<file path="config.mk">
export PLATFORM = sky130hd
export DESIGN_NAME = fieldbus_slave
export DESIGN_NICKNAME = d
export VERILOG_FILES = /design/src/fieldbus_pkg.sv /design/src/byte_skid2.sv /design/src/fieldbus_slave.sv
export SDC_FILE = /design/constraint.sdc
export NUM_CORES = 2
export LEC_CHECK = 0
export CORE_MARGIN = 2
export CORE_UTILIZATION = 25
export CTS_CLUSTER_DIAMETER = 120
export DETAILED_ROUTE_END_ITERATION = 7
export DONT_BUFFER_PORTS = 1
export PLACE_DENSITY = 0.41
export SYNTH_ARGS = -nofsm -noshare
export SYNTH_HDL_FRONTEND = slang
export SYNTH_SLANG_ARGS = --single-unit
</file>
<file path="constraint.sdc">
create_clock -name clock -period 8.6 [get_ports clock]
set_clock_uncertainty 0.05 [all_clocks]
set_input_delay 0.86 -clock clock [delete_from_list [all_inputs] [get_ports clock]]
set_output_delay 0.86 -clock clock [all_outputs]
set_load 0.1 [all_outputs]
</file>
<file path="src/fieldbus_pkg.sv">
/*
 Constants, frame codes and the check-field arithmetic used by the slave
 query handler; its transmit buffer uses none of them. Assumes one 20 MHz clock domain.
*/
// Notes on behaviour
// - Single write lands at holding register number offset plus 40001.
// - Single write data is two bytes, high byte then low byte.
// - Slave address 0 is a broadcast; both write functions still execute.
// - Unicast single write answers with a copy of the query; broadcast answers nothing.
// - Diagnostic subfunction 0000 echoes the query back unchanged.
// - The diagnostic data field may hold any 16-bit value.
// - Diagnostic queries sent to address 0 are invalid and ignored.
// - Multiple write fields: address, 10h, start, count, byte count, data, check.
// - Multiple write addresses at most 125 registers; larger counts are invalid.
// - Byte count equals twice the register count, within 2 to 250.
// - Data words arrive high byte first, stored at start then ascending registers.
// - Multiple write start field is holding register number minus 40001.
// - Single writes only reach environment and drive parameter areas.
// - Check field goes low byte first; a mismatch is an error.
// - No answer to frames with parity, check, overrun, framing or busy errors.
package fieldbus_pkg;

	localparam logic [7:0] FN_WRITE_ONE = 8'h06;
	localparam logic [7:0] FN_DIAG = 8'h08;
	localparam logic [7:0] FN_WRITE_MANY = 8'h10;
	localparam logic [15:0] SUB_ECHO = 16'h0000;
	localparam logic [7:0] BCAST_ADDR = 8'h00;
	localparam logic [16:0] HOLD_BASE = 17'h0_9c41;
	localparam logic [15:0] CRC_INIT = 16'hffff;
	localparam logic [15:0] CRC_POLY = 16'ha001;
	localparam logic [8:0] ONE_LEN = 9'h008;
	localparam logic [8:0] MANY_OVERHEAD = 9'h009;
	localparam logic [8:0] MANY_DATA_POS = 9'h007;
	localparam logic [8:0] MIN_LEN = 9'h004;
	localparam logic [7:0] BC_MIN = 8'h02;
	localparam logic [7:0] BC_MAX = 8'hfa;
	localparam logic [2:0] HDR_LAST = 3'h5;
	localparam int MAX_REGS = 125;
	localparam int FRAME_MAX = 260;
	localparam logic [15:0] ENV_FIRST = 16'h0000;
	localparam logic [15:0] ENV_LAST = 16'h00ff;
	localparam logic [15:0] PAR_FIRST = 16'h03e8;
	localparam logic [15:0] PAR_LAST = 16'h0fff;

	typedef enum logic [2:0] {
		ST_RX,
		ST_CHECK,
		ST_WRITE,
		ST_SEND,
		ST_CRC_LO,
		ST_CRC_HI
	} state_type;

	// One byte through the check-field register, bit 0 first
	function automatic logic [15:0] crc16_byte(input logic [15:0] c, input logic [7:0] b);
		logic [15:0] r;
		r = c ^ {8'h00, b};
		for (int i = 0; i < 8; i++) begin
			r = r[0] ? ((r >> 1) ^ CRC_POLY) : (r >> 1);
		end
		return r;
	endfunction

endpackage

</file>
<file path="src/byte_skid2.sv">
/*
 Two-entry buffer with valid and ready on both sides, registered outputs.
 Assumes a reset already synchronised to clock and a same-domain drain.
*/
`timescale 1ns/1ps
module byte_skid2 #(
	parameter int WIDTH = 8
) (
	input wire logic clock,
	input wire logic rst_n,
	input wire logic ce,
	input wire logic in_valid,
	input wire logic [WIDTH-1:0] in_data,
	output logic in_ready,
	output logic out_valid,
	output logic [WIDTH-1:0] out_data,
	input wire logic out_ready
);
	logic [WIDTH-1:0] slot1_r;
	logic [1:0] cnt_r;
	logic push;
	logic pop;

	generate
		if (WIDTH < 1) begin : g_bad_width
			$error("byte_skid2 needs a positive width");
		end
	endgenerate

	// Handshakes; full only at two words
	assign in_ready = (cnt_r != 2'h2);
	assign push = in_valid && in_ready;
	assign pop = out_valid && out_ready;

	// Head slot feeds the port directly, second slot catches a stall
	always_ff @(posedge clock or negedge rst_n) begin
		if (!rst_n) begin
			cnt_r <= 2'h0;
			out_valid <= 1'b0;
			out_data <= '0;
			slot1_r <= '0;
		end else if (ce) begin
			case ({push, pop})
				2'b10: begin
					if (cnt_r == 2'h0) out_data <= in_data;
					else slot1_r <= in_data;
					cnt_r <= cnt_r + 2'h1;
					out_valid <= 1'b1;
				end
				2'b01: begin
					out_data <= slot1_r;
					cnt_r <= cnt_r - 2'h1;
					out_valid <= (cnt_r == 2'h2);
				end
				2'b11: begin
					if (cnt_r == 2'h1) begin
						out_data <= in_data;
					end else begin
						out_data <= slot1_r;
						slot1_r <= in_data;
					end
				end
				default: begin
				end
			endcase
		end
	end
endmodule // byte_skid2

</file>
<file path="src/fieldbus_slave.sv">
/*
 Query handler of a serial field-bus slave: single write, diagnostic echo
 and multiple write. Assumes a byte receiver on the same clock that marks
 bytes, line errors and the inter-frame silence, and a transmitter that
 takes answer bytes with valid/ready. Register writes leave as pulses.
*/
`timescale 1ns/1ps
module fieldbus_slave #(
	parameter int FRAME_MAX = fieldbus_pkg::FRAME_MAX,
	parameter int MAX_REGS = fieldbus_pkg::MAX_REGS,
	parameter logic [15:0] ENV_FIRST = fieldbus_pkg::ENV_FIRST,
	parameter logic [15:0] ENV_LAST = fieldbus_pkg::ENV_LAST,
	parameter logic [15:0] PAR_FIRST = fieldbus_pkg::PAR_FIRST,
	parameter logic [15:0] PAR_LAST = fieldbus_pkg::PAR_LAST
) (
	input wire logic clock,
	input wire logic rst_n,
	input wire logic ce,
	input wire logic [7:0] own_addr,
	input wire logic rx_valid,
	input wire logic [7:0] rx_data,
	input wire logic rx_err,
	input wire logic rx_end,
	output logic tx_valid,
	output logic [7:0] tx_data,
	input wire logic tx_ready,
	output logic wr_valid,
	output logic [16:0] wr_num,
	output logic [15:0] wr_data,
	output logic busy
);
	logic rst_meta_r;
	logic rst_sync_r;
	fieldbus_pkg::state_type st_r, st_nxt;
	logic [8:0] len_r, len_nxt;
	logic [15:0] crc_r, crc_nxt;
	logic bad_r, bad_nxt;
	logic [6:0] widx_r, widx_nxt;
	logic [2:0] idx_r, idx_nxt;
	logic wr_valid_nxt;
	logic [16:0] wr_num_nxt;
	logic [15:0] wr_data_nxt;
	logic [7:0] frame_mem [0:FRAME_MAX-1];
	logic in_valid;
	logic in_ready;
	logic [7:0] in_data;

	generate
		if (FRAME_MAX < 259 || FRAME_MAX > 511) begin : g_bad_frame
			$error("FRAME_MAX must hold 259 bytes and fit a 9-bit length");
		end
		if (MAX_REGS < 1 || MAX_REGS > 125) begin : g_bad_regs
			$error("MAX_REGS must lie in 1 to 125");
		end
	endgenerate

	// Reset release through two flops, assertion stays asynchronous
	always_ff @(posedge clock or negedge rst_n) begin
		if (!rst_n) begin
			rst_meta_r <= 1'b0;
			rst_sync_r <= 1'b0;
		end else begin
			rst_meta_r <= 1'b1;
			rst_sync_r <= rst_meta_r;
		end
	end

	// Frame fields, always read from the stored copy
	wire [7:0] f_addr = frame_mem[0];
	wire [7:0] f_fn = frame_mem[1];
	wire [15:0] f_w2 = {frame_mem[2], frame_mem[3]};
	wire [15:0] f_w4 = {frame_mem[4], frame_mem[5]};
	wire [7:0] f_bc = frame_mem[6];
	wire store_ok = (len_r < 9'(FRAME_MAX));

	wire is_bcast = (f_addr == fieldbus_pkg::BCAST_ADDR);
	wire is_mine = (f_addr == own_addr) && (own_addr != fieldbus_pkg::BCAST_ADDR);
	wire addressed = is_bcast || is_mine;
	// residue over data plus check field is zero when intact
	wire crc_good = (crc_r == 16'h0000);
	// line or busy errors silence the frame
	wire frame_ok = !bad_r && crc_good && addressed;

	// writable areas for the single write
	wire one_allowed = ((f_w2 >= ENV_FIRST) && (f_w2 <= ENV_LAST)) ||
		((f_w2 >= PAR_FIRST) && (f_w2 <= PAR_LAST));
	// fixed eight-byte frame, two data bytes
	wire ok_one = (f_fn == fieldbus_pkg::FN_WRITE_ONE) && (len_r == fieldbus_pkg::ONE_LEN) &&
		one_allowed;
	// no diagnostic by broadcast; data field unchecked
	wire ok_diag = (f_fn == fieldbus_pkg::FN_DIAG) && (len_r == fieldbus_pkg::ONE_LEN) &&
		(f_w2 == fieldbus_pkg::SUB_ECHO) && !is_bcast;
	wire count_ok = (f_w4 != 16'h0000) && (f_w4 <= 16'(MAX_REGS));
	wire bc_ok = (f_bc >= fieldbus_pkg::BC_MIN) && (f_bc <= fieldbus_pkg::BC_MAX) &&
		({8'h00, f_bc} == {f_w4[14:0], 1'b0});
	// field layout fixes the whole length
	wire ok_many = (f_fn == fieldbus_pkg::FN_WRITE_MANY) && count_ok && bc_ok &&
		(len_r == fieldbus_pkg::MANY_OVERHEAD + {1'b0, f_bc});

	wire [8:0] word_pos = fieldbus_pkg::MANY_DATA_POS + {1'b0, widx_r, 1'b0};
	wire [15:0] many_word = {frame_mem[word_pos], frame_mem[word_pos + 9'h001]};
	wire [6:0] last_widx = (f_fn == fieldbus_pkg::FN_WRITE_MANY) ? (f_w4[6:0] - 7'h01) : 7'h00;
	wire [16:0] reg_num = {1'b0, f_w2} + fieldbus_pkg::HOLD_BASE + {10'h000, widx_r};

	// Answer bytes: header from the stored query, then a fresh check field
	assign in_valid = (st_r == fieldbus_pkg::ST_SEND) || (st_r == fieldbus_pkg::ST_CRC_LO) ||
		(st_r == fieldbus_pkg::ST_CRC_HI);
	// low byte of check field first
	assign in_data = (st_r == fieldbus_pkg::ST_SEND) ? frame_mem[{6'h00, idx_r}] :
		(st_r == fieldbus_pkg::ST_CRC_LO) ? crc_r[7:0] : crc_r[15:8];

	// Sequencer; bytes seen while busy spoil the frame they belong to
	always_comb begin
		st_nxt = st_r;
		len_nxt = len_r;
		crc_nxt = crc_r;
		bad_nxt = bad_r;
		widx_nxt = widx_r;
		idx_nxt = idx_r;
		wr_valid_nxt = 1'b0;
		wr_num_nxt = wr_num;
		wr_data_nxt = wr_data;
		if (st_r != fieldbus_pkg::ST_RX) begin
			bad_nxt = (st_r == fieldbus_pkg::ST_CHECK) ? 1'b0 : bad_r;
			if (rx_end) bad_nxt = 1'b0;
			else if (rx_valid || rx_err) bad_nxt = 1'b1;
		end
		case (st_r)
			fieldbus_pkg::ST_RX: begin
				if (rx_valid) begin
					// running check over every stored byte; a byte past the store marks the frame bad
					if (store_ok) begin
						len_nxt = len_r + 9'h001;
						crc_nxt = fieldbus_pkg::crc16_byte(crc_r, rx_data);
					end else begin
						bad_nxt = 1'b1;
					end
				end
				if (rx_err) bad_nxt = 1'b1;
				if (rx_end) begin
					if (len_r >= fieldbus_pkg::MIN_LEN) begin
						st_nxt = fieldbus_pkg::ST_CHECK;
					end else begin
						len_nxt = 9'h000;
						crc_nxt = fieldbus_pkg::CRC_INIT;
						bad_nxt = 1'b0;
					end
				end
			end
			fieldbus_pkg::ST_CHECK: begin
				crc_nxt = fieldbus_pkg::CRC_INIT;
				widx_nxt = 7'h00;
				idx_nxt = 3'h0;
				if (frame_ok && (ok_one || ok_many)) begin
					st_nxt = fieldbus_pkg::ST_WRITE;
				end else if (frame_ok && ok_diag) begin
					st_nxt = fieldbus_pkg::ST_SEND;
				end else begin
					st_nxt = fieldbus_pkg::ST_RX;
					len_nxt = 9'h000;
				end
			end
			fieldbus_pkg::ST_WRITE: begin
				// one word per cycle, ascending registers
				wr_valid_nxt = 1'b1;
				wr_num_nxt = reg_num;
				wr_data_nxt = (f_fn == fieldbus_pkg::FN_WRITE_MANY) ? many_word : f_w4;
				if (widx_r == last_widx) begin
					st_nxt = is_bcast ? fieldbus_pkg::ST_RX : fieldbus_pkg::ST_SEND;
					len_nxt = 9'h000;
				end else begin
					widx_nxt = widx_r + 7'h01;
				end
			end
			fieldbus_pkg::ST_SEND: begin
				if (in_ready) begin
					crc_nxt = fieldbus_pkg::crc16_byte(crc_r, in_data);
					if (idx_r == fieldbus_pkg::HDR_LAST) st_nxt = fieldbus_pkg::ST_CRC_LO;
					else idx_nxt = idx_r + 3'h1;
				end
			end
			fieldbus_pkg::ST_CRC_LO: begin
				if (in_ready) st_nxt = fieldbus_pkg::ST_CRC_HI;
			end
			fieldbus_pkg::ST_CRC_HI: begin
				if (in_ready) begin
					st_nxt = fieldbus_pkg::ST_RX;
					crc_nxt = fieldbus_pkg::CRC_INIT;
					len_nxt = 9'h000;
				end
			end
			default: begin
				st_nxt = fieldbus_pkg::ST_RX;
				len_nxt = 9'h000;
				crc_nxt = fieldbus_pkg::CRC_INIT;
			end
		endcase
	end

	// State registers, frozen while ce is low
	always_ff @(posedge clock or negedge rst_sync_r) begin
		if (!rst_sync_r) begin
			st_r <= fieldbus_pkg::ST_RX;
			len_r <= 9'h000;
			crc_r <= fieldbus_pkg::CRC_INIT;
			bad_r <= 1'b0;
			widx_r <= 7'h00;
			idx_r <= 3'h0;
			wr_valid <= 1'b0;
			wr_num <= 17'h0_0000;
			wr_data <= 16'h0000;
			busy <= 1'b0;
		end else if (ce) begin
			st_r <= st_nxt;
			len_r <= len_nxt;
			crc_r <= crc_nxt;
			bad_r <= bad_nxt;
			widx_r <= widx_nxt;
			idx_r <= idx_nxt;
			wr_valid <= wr_valid_nxt;
			wr_num <= wr_num_nxt;
			wr_data <= wr_data_nxt;
			busy <= (st_nxt != fieldbus_pkg::ST_RX);
		end
	end

	// Frame store; no reset so it maps to plain memory
	always_ff @(posedge clock) begin
		if (ce && (st_r == fieldbus_pkg::ST_RX) && rx_valid && store_ok) begin
			frame_mem[len_r] <= rx_data;
		end
	end

	// Answer path buffer: a stalled transmitter back-pressures ST_SEND
	byte_skid2 #(
		.WIDTH(8)
	) u_tx_buf (
		.clock(clock),
		.rst_n(rst_sync_r),
		.ce(ce),
		.in_valid(in_valid),
		.in_data(in_data),
		.in_ready(in_ready),
		.out_valid(tx_valid),
		.out_data(tx_data),
		.out_ready(tx_ready)
	);

	wire at_check = (st_r == fieldbus_pkg::ST_CHECK) && ce;
endmodule // fieldbus_slave

</file>
* Yosys cells after proc, flatten, opt, wreduce, memory -nomap -nowiden
Memory sizes are Yosys's and may differ from the RTL's.
Index checks and enable logic that the tools add are counted.
** Storage, ports and cells
- Register bits :: 95
- RAM bits :: 2080
- Bits of input ports :: 23
- Output and inout bits :: 44
- Logic and storage cells :: 215
- Memories kept :: 1
** Memory list
- frame_mem :: depth 260, width 8, rd ports 10, clocked after memory_dff 0, write ports 1, line fieldbus_slave.sv:43 : logic [7:0] frame_mem [0:FRAME_MAX-1];
** Cells by class
- $add $sub $neg :: 11
- Order comparisons :: 9
- Equal/unequal tests :: 30
- Muxes and demuxes :: 73
- Bitwise gates (word level) :: 20
- Reductions and logical operators :: 55
** Operators with widths (count)
- 16-bit two-way mux :: 23
- 9-bit two-way mux :: 8
- 16-bit one-hot mux with 4 select lines :: 1
- 8-bit two-way mux :: 6
- 2-bit NOT with 3-bit output :: 16
- 9-bit one-hot mux with 5 select lines :: 1
- 16-bit logical NOT :: 2
- 16-bit by 8-bit XOR with 16-bit output :: 2
- 3-bit two-way mux :: 9
- 8-bit one-hot mux with 3 select lines :: 1
- 1-bit logical AND :: 23
- 9-bit by 1-bit adder with 9-bit output, second input constant :: 2
- 3-bit one-hot mux with 6 select lines :: 1
- 16-bit by 16-bit adder with 17-bit output, second input constant :: 1
- 17-bit by 7-bit adder with 17-bit output :: 1
- 8-bit by 16-bit == test with 1-bit output :: 1
- 16-bit by 1-bit greater-or-equal comparator with 1-bit output, second input constant :: 1
- 16-bit by 10-bit greater-or-equal comparator with 1-bit output, second input constant :: 1
- 16-bit by 12-bit <= comparator with 1-bit output, second input constant :: 1
- 16-bit by 7-bit <= comparator with 1-bit output, second input constant :: 1
- 16-bit by 8-bit <= comparator with 1-bit output, second input constant :: 1
- 2-bit != test, second input constant :: 8
- 8-bit one-hot mux with 2 select lines :: 1
- 16-bit nonzero test :: 1
- 45 further kinds :: 85

* Depth between registers and ports, before layout
- Depth after elaboration :: 22
- Depth in mapped cells :: 22
- Depth with buffers taken out :: 14

* Cells and area by module
From an unflattened synthesis, not the netlist that was laid out.
** Unflattened totals
- Cell total of the unflattened synthesis :: 4316
- Area total of the unflattened synthesis :: 89470.8 um^2
** Modules (own cells, without submodules)
- fieldbus_slave :: instances 1, cells an instance 4229, area each 88439.8 um^2, seq. area each 65342.7 um^2
- byte_skid2 :: instances 1, cells an instance 87, area each 1031.0 um^2, seq. area each 475.5 um^2

* Least setup slack after synthesis
No wires, ideal clock.
- Path kind :: reg2reg
- Start :: register widx_r[0]
- End :: register wr_data[0]
- Arrival :: 5.445 ns
- Path slack :: 2.972 ns
- Cell stages (with the launch flop) :: 21
- Buffers on the path :: 12
- Clock period less this slack :: 5.628 ns
- Cell sequence :: dfrtp_1 -> buf_2 -> buf_2 -> buf_2 -> clkbuf_1 -> clkbuf_1 -> buf_2 -> buf_2 -> buf_2 -> inv_1 -> ha_1 -> buf_2 -> clkbuf_1 -> clkbuf_1 -> clkbuf_1 -> mux4_2 -> mux4_2 -> a211oi_1 -> a21oi_1 -> mux2i_1 -> a21oi_1
** On the way
- Cells in the longest elaborated chain, start to end :: 4
** RTL lines
- from (decl) :: line fieldbus_slave.sv:38 : logic [6:0] widx_r, widx_nxt;
- from (signal assigned) :: line fieldbus_slave.sv:218 : widx_r <= widx_nxt;
- 3-bit by 8-bit adder with 9-bit output :: line fieldbus_slave.sv:100 : wire [8:0] word_pos = fieldbus_pkg::MANY_DATA_POS + {1'b0, widx_r, 1'b0};
- 9-bit by 1-bit adder with 9-bit output :: line fieldbus_slave.sv:101 : wire [15:0] many_word = {frame_mem[word_pos], frame_mem[word_pos + 9'h001]};
- memory read 260 x 8 bit
- 16-bit two-way mux :: line fieldbus_slave.sv:167 : wr_data_nxt = (f_fn == fieldbus_pkg::FN_WRITE_MANY) ? many_word : f_w4;
- to (signal assigned) :: line fieldbus_slave.sv:222 : wr_data <= wr_data_nxt;
- to (decl) :: line fieldbus_slave.sv:29 : output logic [15:0] wr_data,
Every way passes these cells.
A chain may end at the register's enable or synchronous reset.

* Worst setup path after layout
Same ends and word-level chain as after synthesis.

==> results.md <==
• finished, final reports clean — outcome
• 219 — number of core rows
• 0.292 — clock network power share
• 0.140 — overall routing resource usage
• 89100 µm² — mapped cell area
• 0.659 — part of the cycle the worst path needs
• 23.3 mW — Power Internal
• 0.0430 — fraction of synthesis flops using an asynchronous set or reset pin
• 257000 µm — detailed-route wire length
• 417 µV — peak ir drop on the vdd network
• 4205 — drt first-iter violations
• 0 ps — post-route setup TNS
• 2207 — clk sink count
• inv_1 > ha_4 > buf_12 > mux4_2 > mux4_2 > nor2b_1 > a211oi_1 > a21oi_1 > mux2i_1 > a21oi_1 — critical path cell sequence
• 34.7 mW — total power
• 361000 µm² — die area
• 900 ps — clock latency of the later-clocked register in the worst-skew pair
• 2 — CP bufs+invs
• edfxtp_1 — Main synth FF type
• 0.251 — Initial Util
• edfxtp_1 — cell type with the largest total area after synthesis
• 240 — Num CTS Buffers
• 15.5% — synth-to-layout area growth
• 11.4 mW — switching power
• multiplexers — family with the most delay on the worst path
• 20.6 µm² — average cell area after synthesis
• 9260 ps — required time of the worst setup path
• 60 ps — CTS clock-pin slew for the worst setup and hold paths
• 4 — Max clock buf depth
• 80 — highest fanout seen on the critical path
• 31.0 nW — Leakage
• register — crit start category
• 176 MHz — Max Freq
• 2930 ps — least setup slack across all paths after layout
• input pin to register — worst hold path class
• yes — TritonCTS clock tree
• 0.712 — portion of synthesized cell area occupied by the leading cell type
• 0.00584 — Post-Synth Adder-Cell Area
• 363000 µm — wire length of the first global-routing pass
• 27.3 µm — average wire length per cell after detail routing
• 0.338 — combinational group share of total power
• 0.329 — fraction of power spent switching nets
• 601 µm — height of the die
• 0 — count of buffers inserted at the top-level ports
• register to register — worst setup path category
• 4323 — post-synthesis cell count
• 601 µm — DIE WIDTH
• 0.257 — layout cells sized above 1
• 0 — total overflow reported by the global router
• 0.139 — max_slew headroom
• 6320 ps — worst endpoint data arrival time
• 0.789 — routability-driven placement congestion ratio
• 2112 — EDFF count, synth
• 0.739 — sequential cell area fraction in the yosys report
• 2207 — register bit total from synthesis
• 5670 ps — shortest period the worst path allows
• 1290 ps — transition at the pin with the smallest max-transition slack
• 0 — max cap viols
• 0 — Setup violations, final
• 0.0326 — share of synthesized cell area in and, or, nand and nor gates
• 71 — distinct cell type count after synthesis
• edfxtp_1, mux4_2, dfrtp_1, nor2_1, clkbuf_1 — main area contributors after synthesis
• 2890 ps — pre-CTS WS
• register — endpoint kind of the worst setup timing path
• multiplexers — main combinational cell family by area after synthesis
• 0.179 — multiplexer share of the synthesized area
• 266 — maximum number of pins on one net before global-route repair
• 0 — final hold vios
• 149000 µm — DP HPWL
• 0.0203 — Compound-Gate Fraction of Synth Area
• 4533 — Net count, final
• 4 — H-tree Lvls
• 5 — number of iterations in the first detailed-routing pass
• 67 — number of ports placed on the die boundary
• 0 — drc violations
• 43.2k — vias after detailed routing
• 44.6k — via count of the first global-routing pass
• clkbuf_16 — buffer cell driving the clock tree root
• 0 — count of final max-slew check failures
• 0 — number of synthesis warnings
• 4.59 — via-per-instance ratio
• 0 — number of nets still failing antenna checks after routing
• ha_4 — cell with the largest stage delay on the worst path
• 0.0101 — xor and xnor fraction of the mapped netlist area
• 13 — number of antenna violations at the first check in global routing
• false — setup repair after global routing missed its margin
• 0.371 — sequential share of power
• 1060 ps — largest incremental delay on the critical path
• 355000 µm² — floorplan core area
• 337 nW/µm² — pwr/cell area
==> Yosys cell counts, drive strengths merged (6+ instances only) <==
library cell	number
nor3	43
dfstp	16
mux2	8
edfxtp	2112
nor2	318
a31oi	8
o32a	8
or4	10
o211ai	7
nand2b	10
or3	9
dfrtp	79
mux2i	53
o22ai	8
mux4	681
inv	37
a22oi	9
ha	40
xor2	34
o21ai	69
nand2	128
xnor2	54
nor4	16
nor2b	31
o31ai	9
a21oi	106
and3	9
clkbuf	179
nand4	9
a211oi	30
nand3	42
nor4b	6
buf	77
==> registers in the layout (all words and copies together), names as in the netlist, 2 cells and up <==
register,flops
frame_mem,2112
wr_num,17
crc_r,16
wr_data,16
len_r,9
u_tx_buf.out_data,8
u_tx_buf.slot1_r,8
widx_r,7
idx_r,3
st_r,3
u_tx_buf.cnt_r,2
==> power by group through the flow <==
| stage | clock [mW] | sequential, mW | combinational (mW) |
|---|---|---|---|
| 2_1_floorplan | 0 | 13.0 | 8.07 |
| 3_3_place_gp | 0 | 13.1 | 12.1 |
| 3_5_place_dp | 0 | 13.1 | 12.0 |
| 4_1_cts | 10.4 | 12.9 | 12.1 |
| 5_1_grt | 10.8 | 12.9 | 12.5 |
| 6_report | 10.1 | 12.9 | 11.7 |
==> layout make-up <==
cell class | count | area [µm²]
fill | 34800 | 252000
timing repair buffer | 129 | 1090
clock inverter | 141 | 1320
inverter | 37 | 139
tap | 4751 | 5940
antenna | 4 | 10.0
sequential | 2207 | 65800
clock buffer | 293 | 6230
multi-input combinational | 1854 | 22400
==> routing by layer <==
layer  vias up  global-route usage  wire (µm)
met5         -                   0          0
met2      1038               0.230     125000
li1      18200                   -          -
met4         0              0.0290       4970
met3       288              0.0199      11500
met1     23700               0.196     116000
==> worst reg2reg max path: stages, from the launching register on <==
cell and delay [ps]:
dfrtp_4 940, inv_1 260, ha_4 1060, buf_12 630, mux4_2 790, mux4_2 460
nor2b_1 160, a211oi_1 790, a21oi_1 90, mux2i_1 180, a21oi_1 80
==> repair_timing <==
| item | in CTS | in global routing |
|---|---|---|
| endpoints found under the hold margin | 9 | 0 |
| resized for setup | 0 | 0 |
| hold buffers | 2 | 0 |
| buffers inserted | 0 | 0 |
==> cells in the final DEF (no fill, tap or decap), types with 40 or more instances in the layout <==
| master | count |
|---|---|
| o21ai_0 | 68 |
| nor2_1 | 317 |
| a21oi_1 | 106 |
| nand3_1 | 40 |
| nand2_1 | 123 |
| clkbuf_1 | 52 |
| clkinv_1 | 48 |
| clkbuf_16 | 241 |
| mux4_2 | 681 |
| buf_4 | 118 |
| mux2i_1 | 53 |
| xnor2_1 | 49 |
| dfrtp_1 | 76 |
| edfxtp_1 | 2112 |
| nor3_1 | 41 |
| clkinv_2 | 52 |
==> path summary, 6_finish.rpt <==
check | startpoint | depth (start not counted) | end | slack [ps]
max | widx_r[0] | 10 | wr_data[0] | 2930
min | ce | 2 | busy | 100
max in group asynchronous | rst_sync_r | 1 | wr_data[7] | 6850
min reg2reg | rst_meta_r | 0 | rst_sync_r | 310
min in group asynchronous | rst_n | 1 | rst_sync_r | 150
max reg2reg | widx_r[0] | 10 | wr_data[0] | 2930
==> stage by stage <==
| stage | utilization | cell area (µm²) | hold slack (ps) | std cells |
|---|---|---|---|---|
| final | 0.290 | 103000 | 96.9 | 9416 |
| after CTS | 0.290 | 103000 | 15.4 | 9412 |
| after global routing | 0.290 | 103000 | 42.8 | 9414 |
| after floorplan | - | 89200 | 281 | 4354 |
| after detailed placement | 0.268 | 95300 | 286 | 8976 |
| after global placement | 0.268 | 95300 | 291 | 8976 |
==> cell families after synthesis <==
kind of cell / after synthesis
AO/OA/AOI/OAI: 295
XOR/XNOR: 93
adder cells (fa/ha/maj): 41
buffers and inverters: 293
flip-flops: 2207
multiplexers: 742
other: 2
AND/OR/NAND/NOR: 650
No activity file was read; power rests on OpenSTA's default activity.
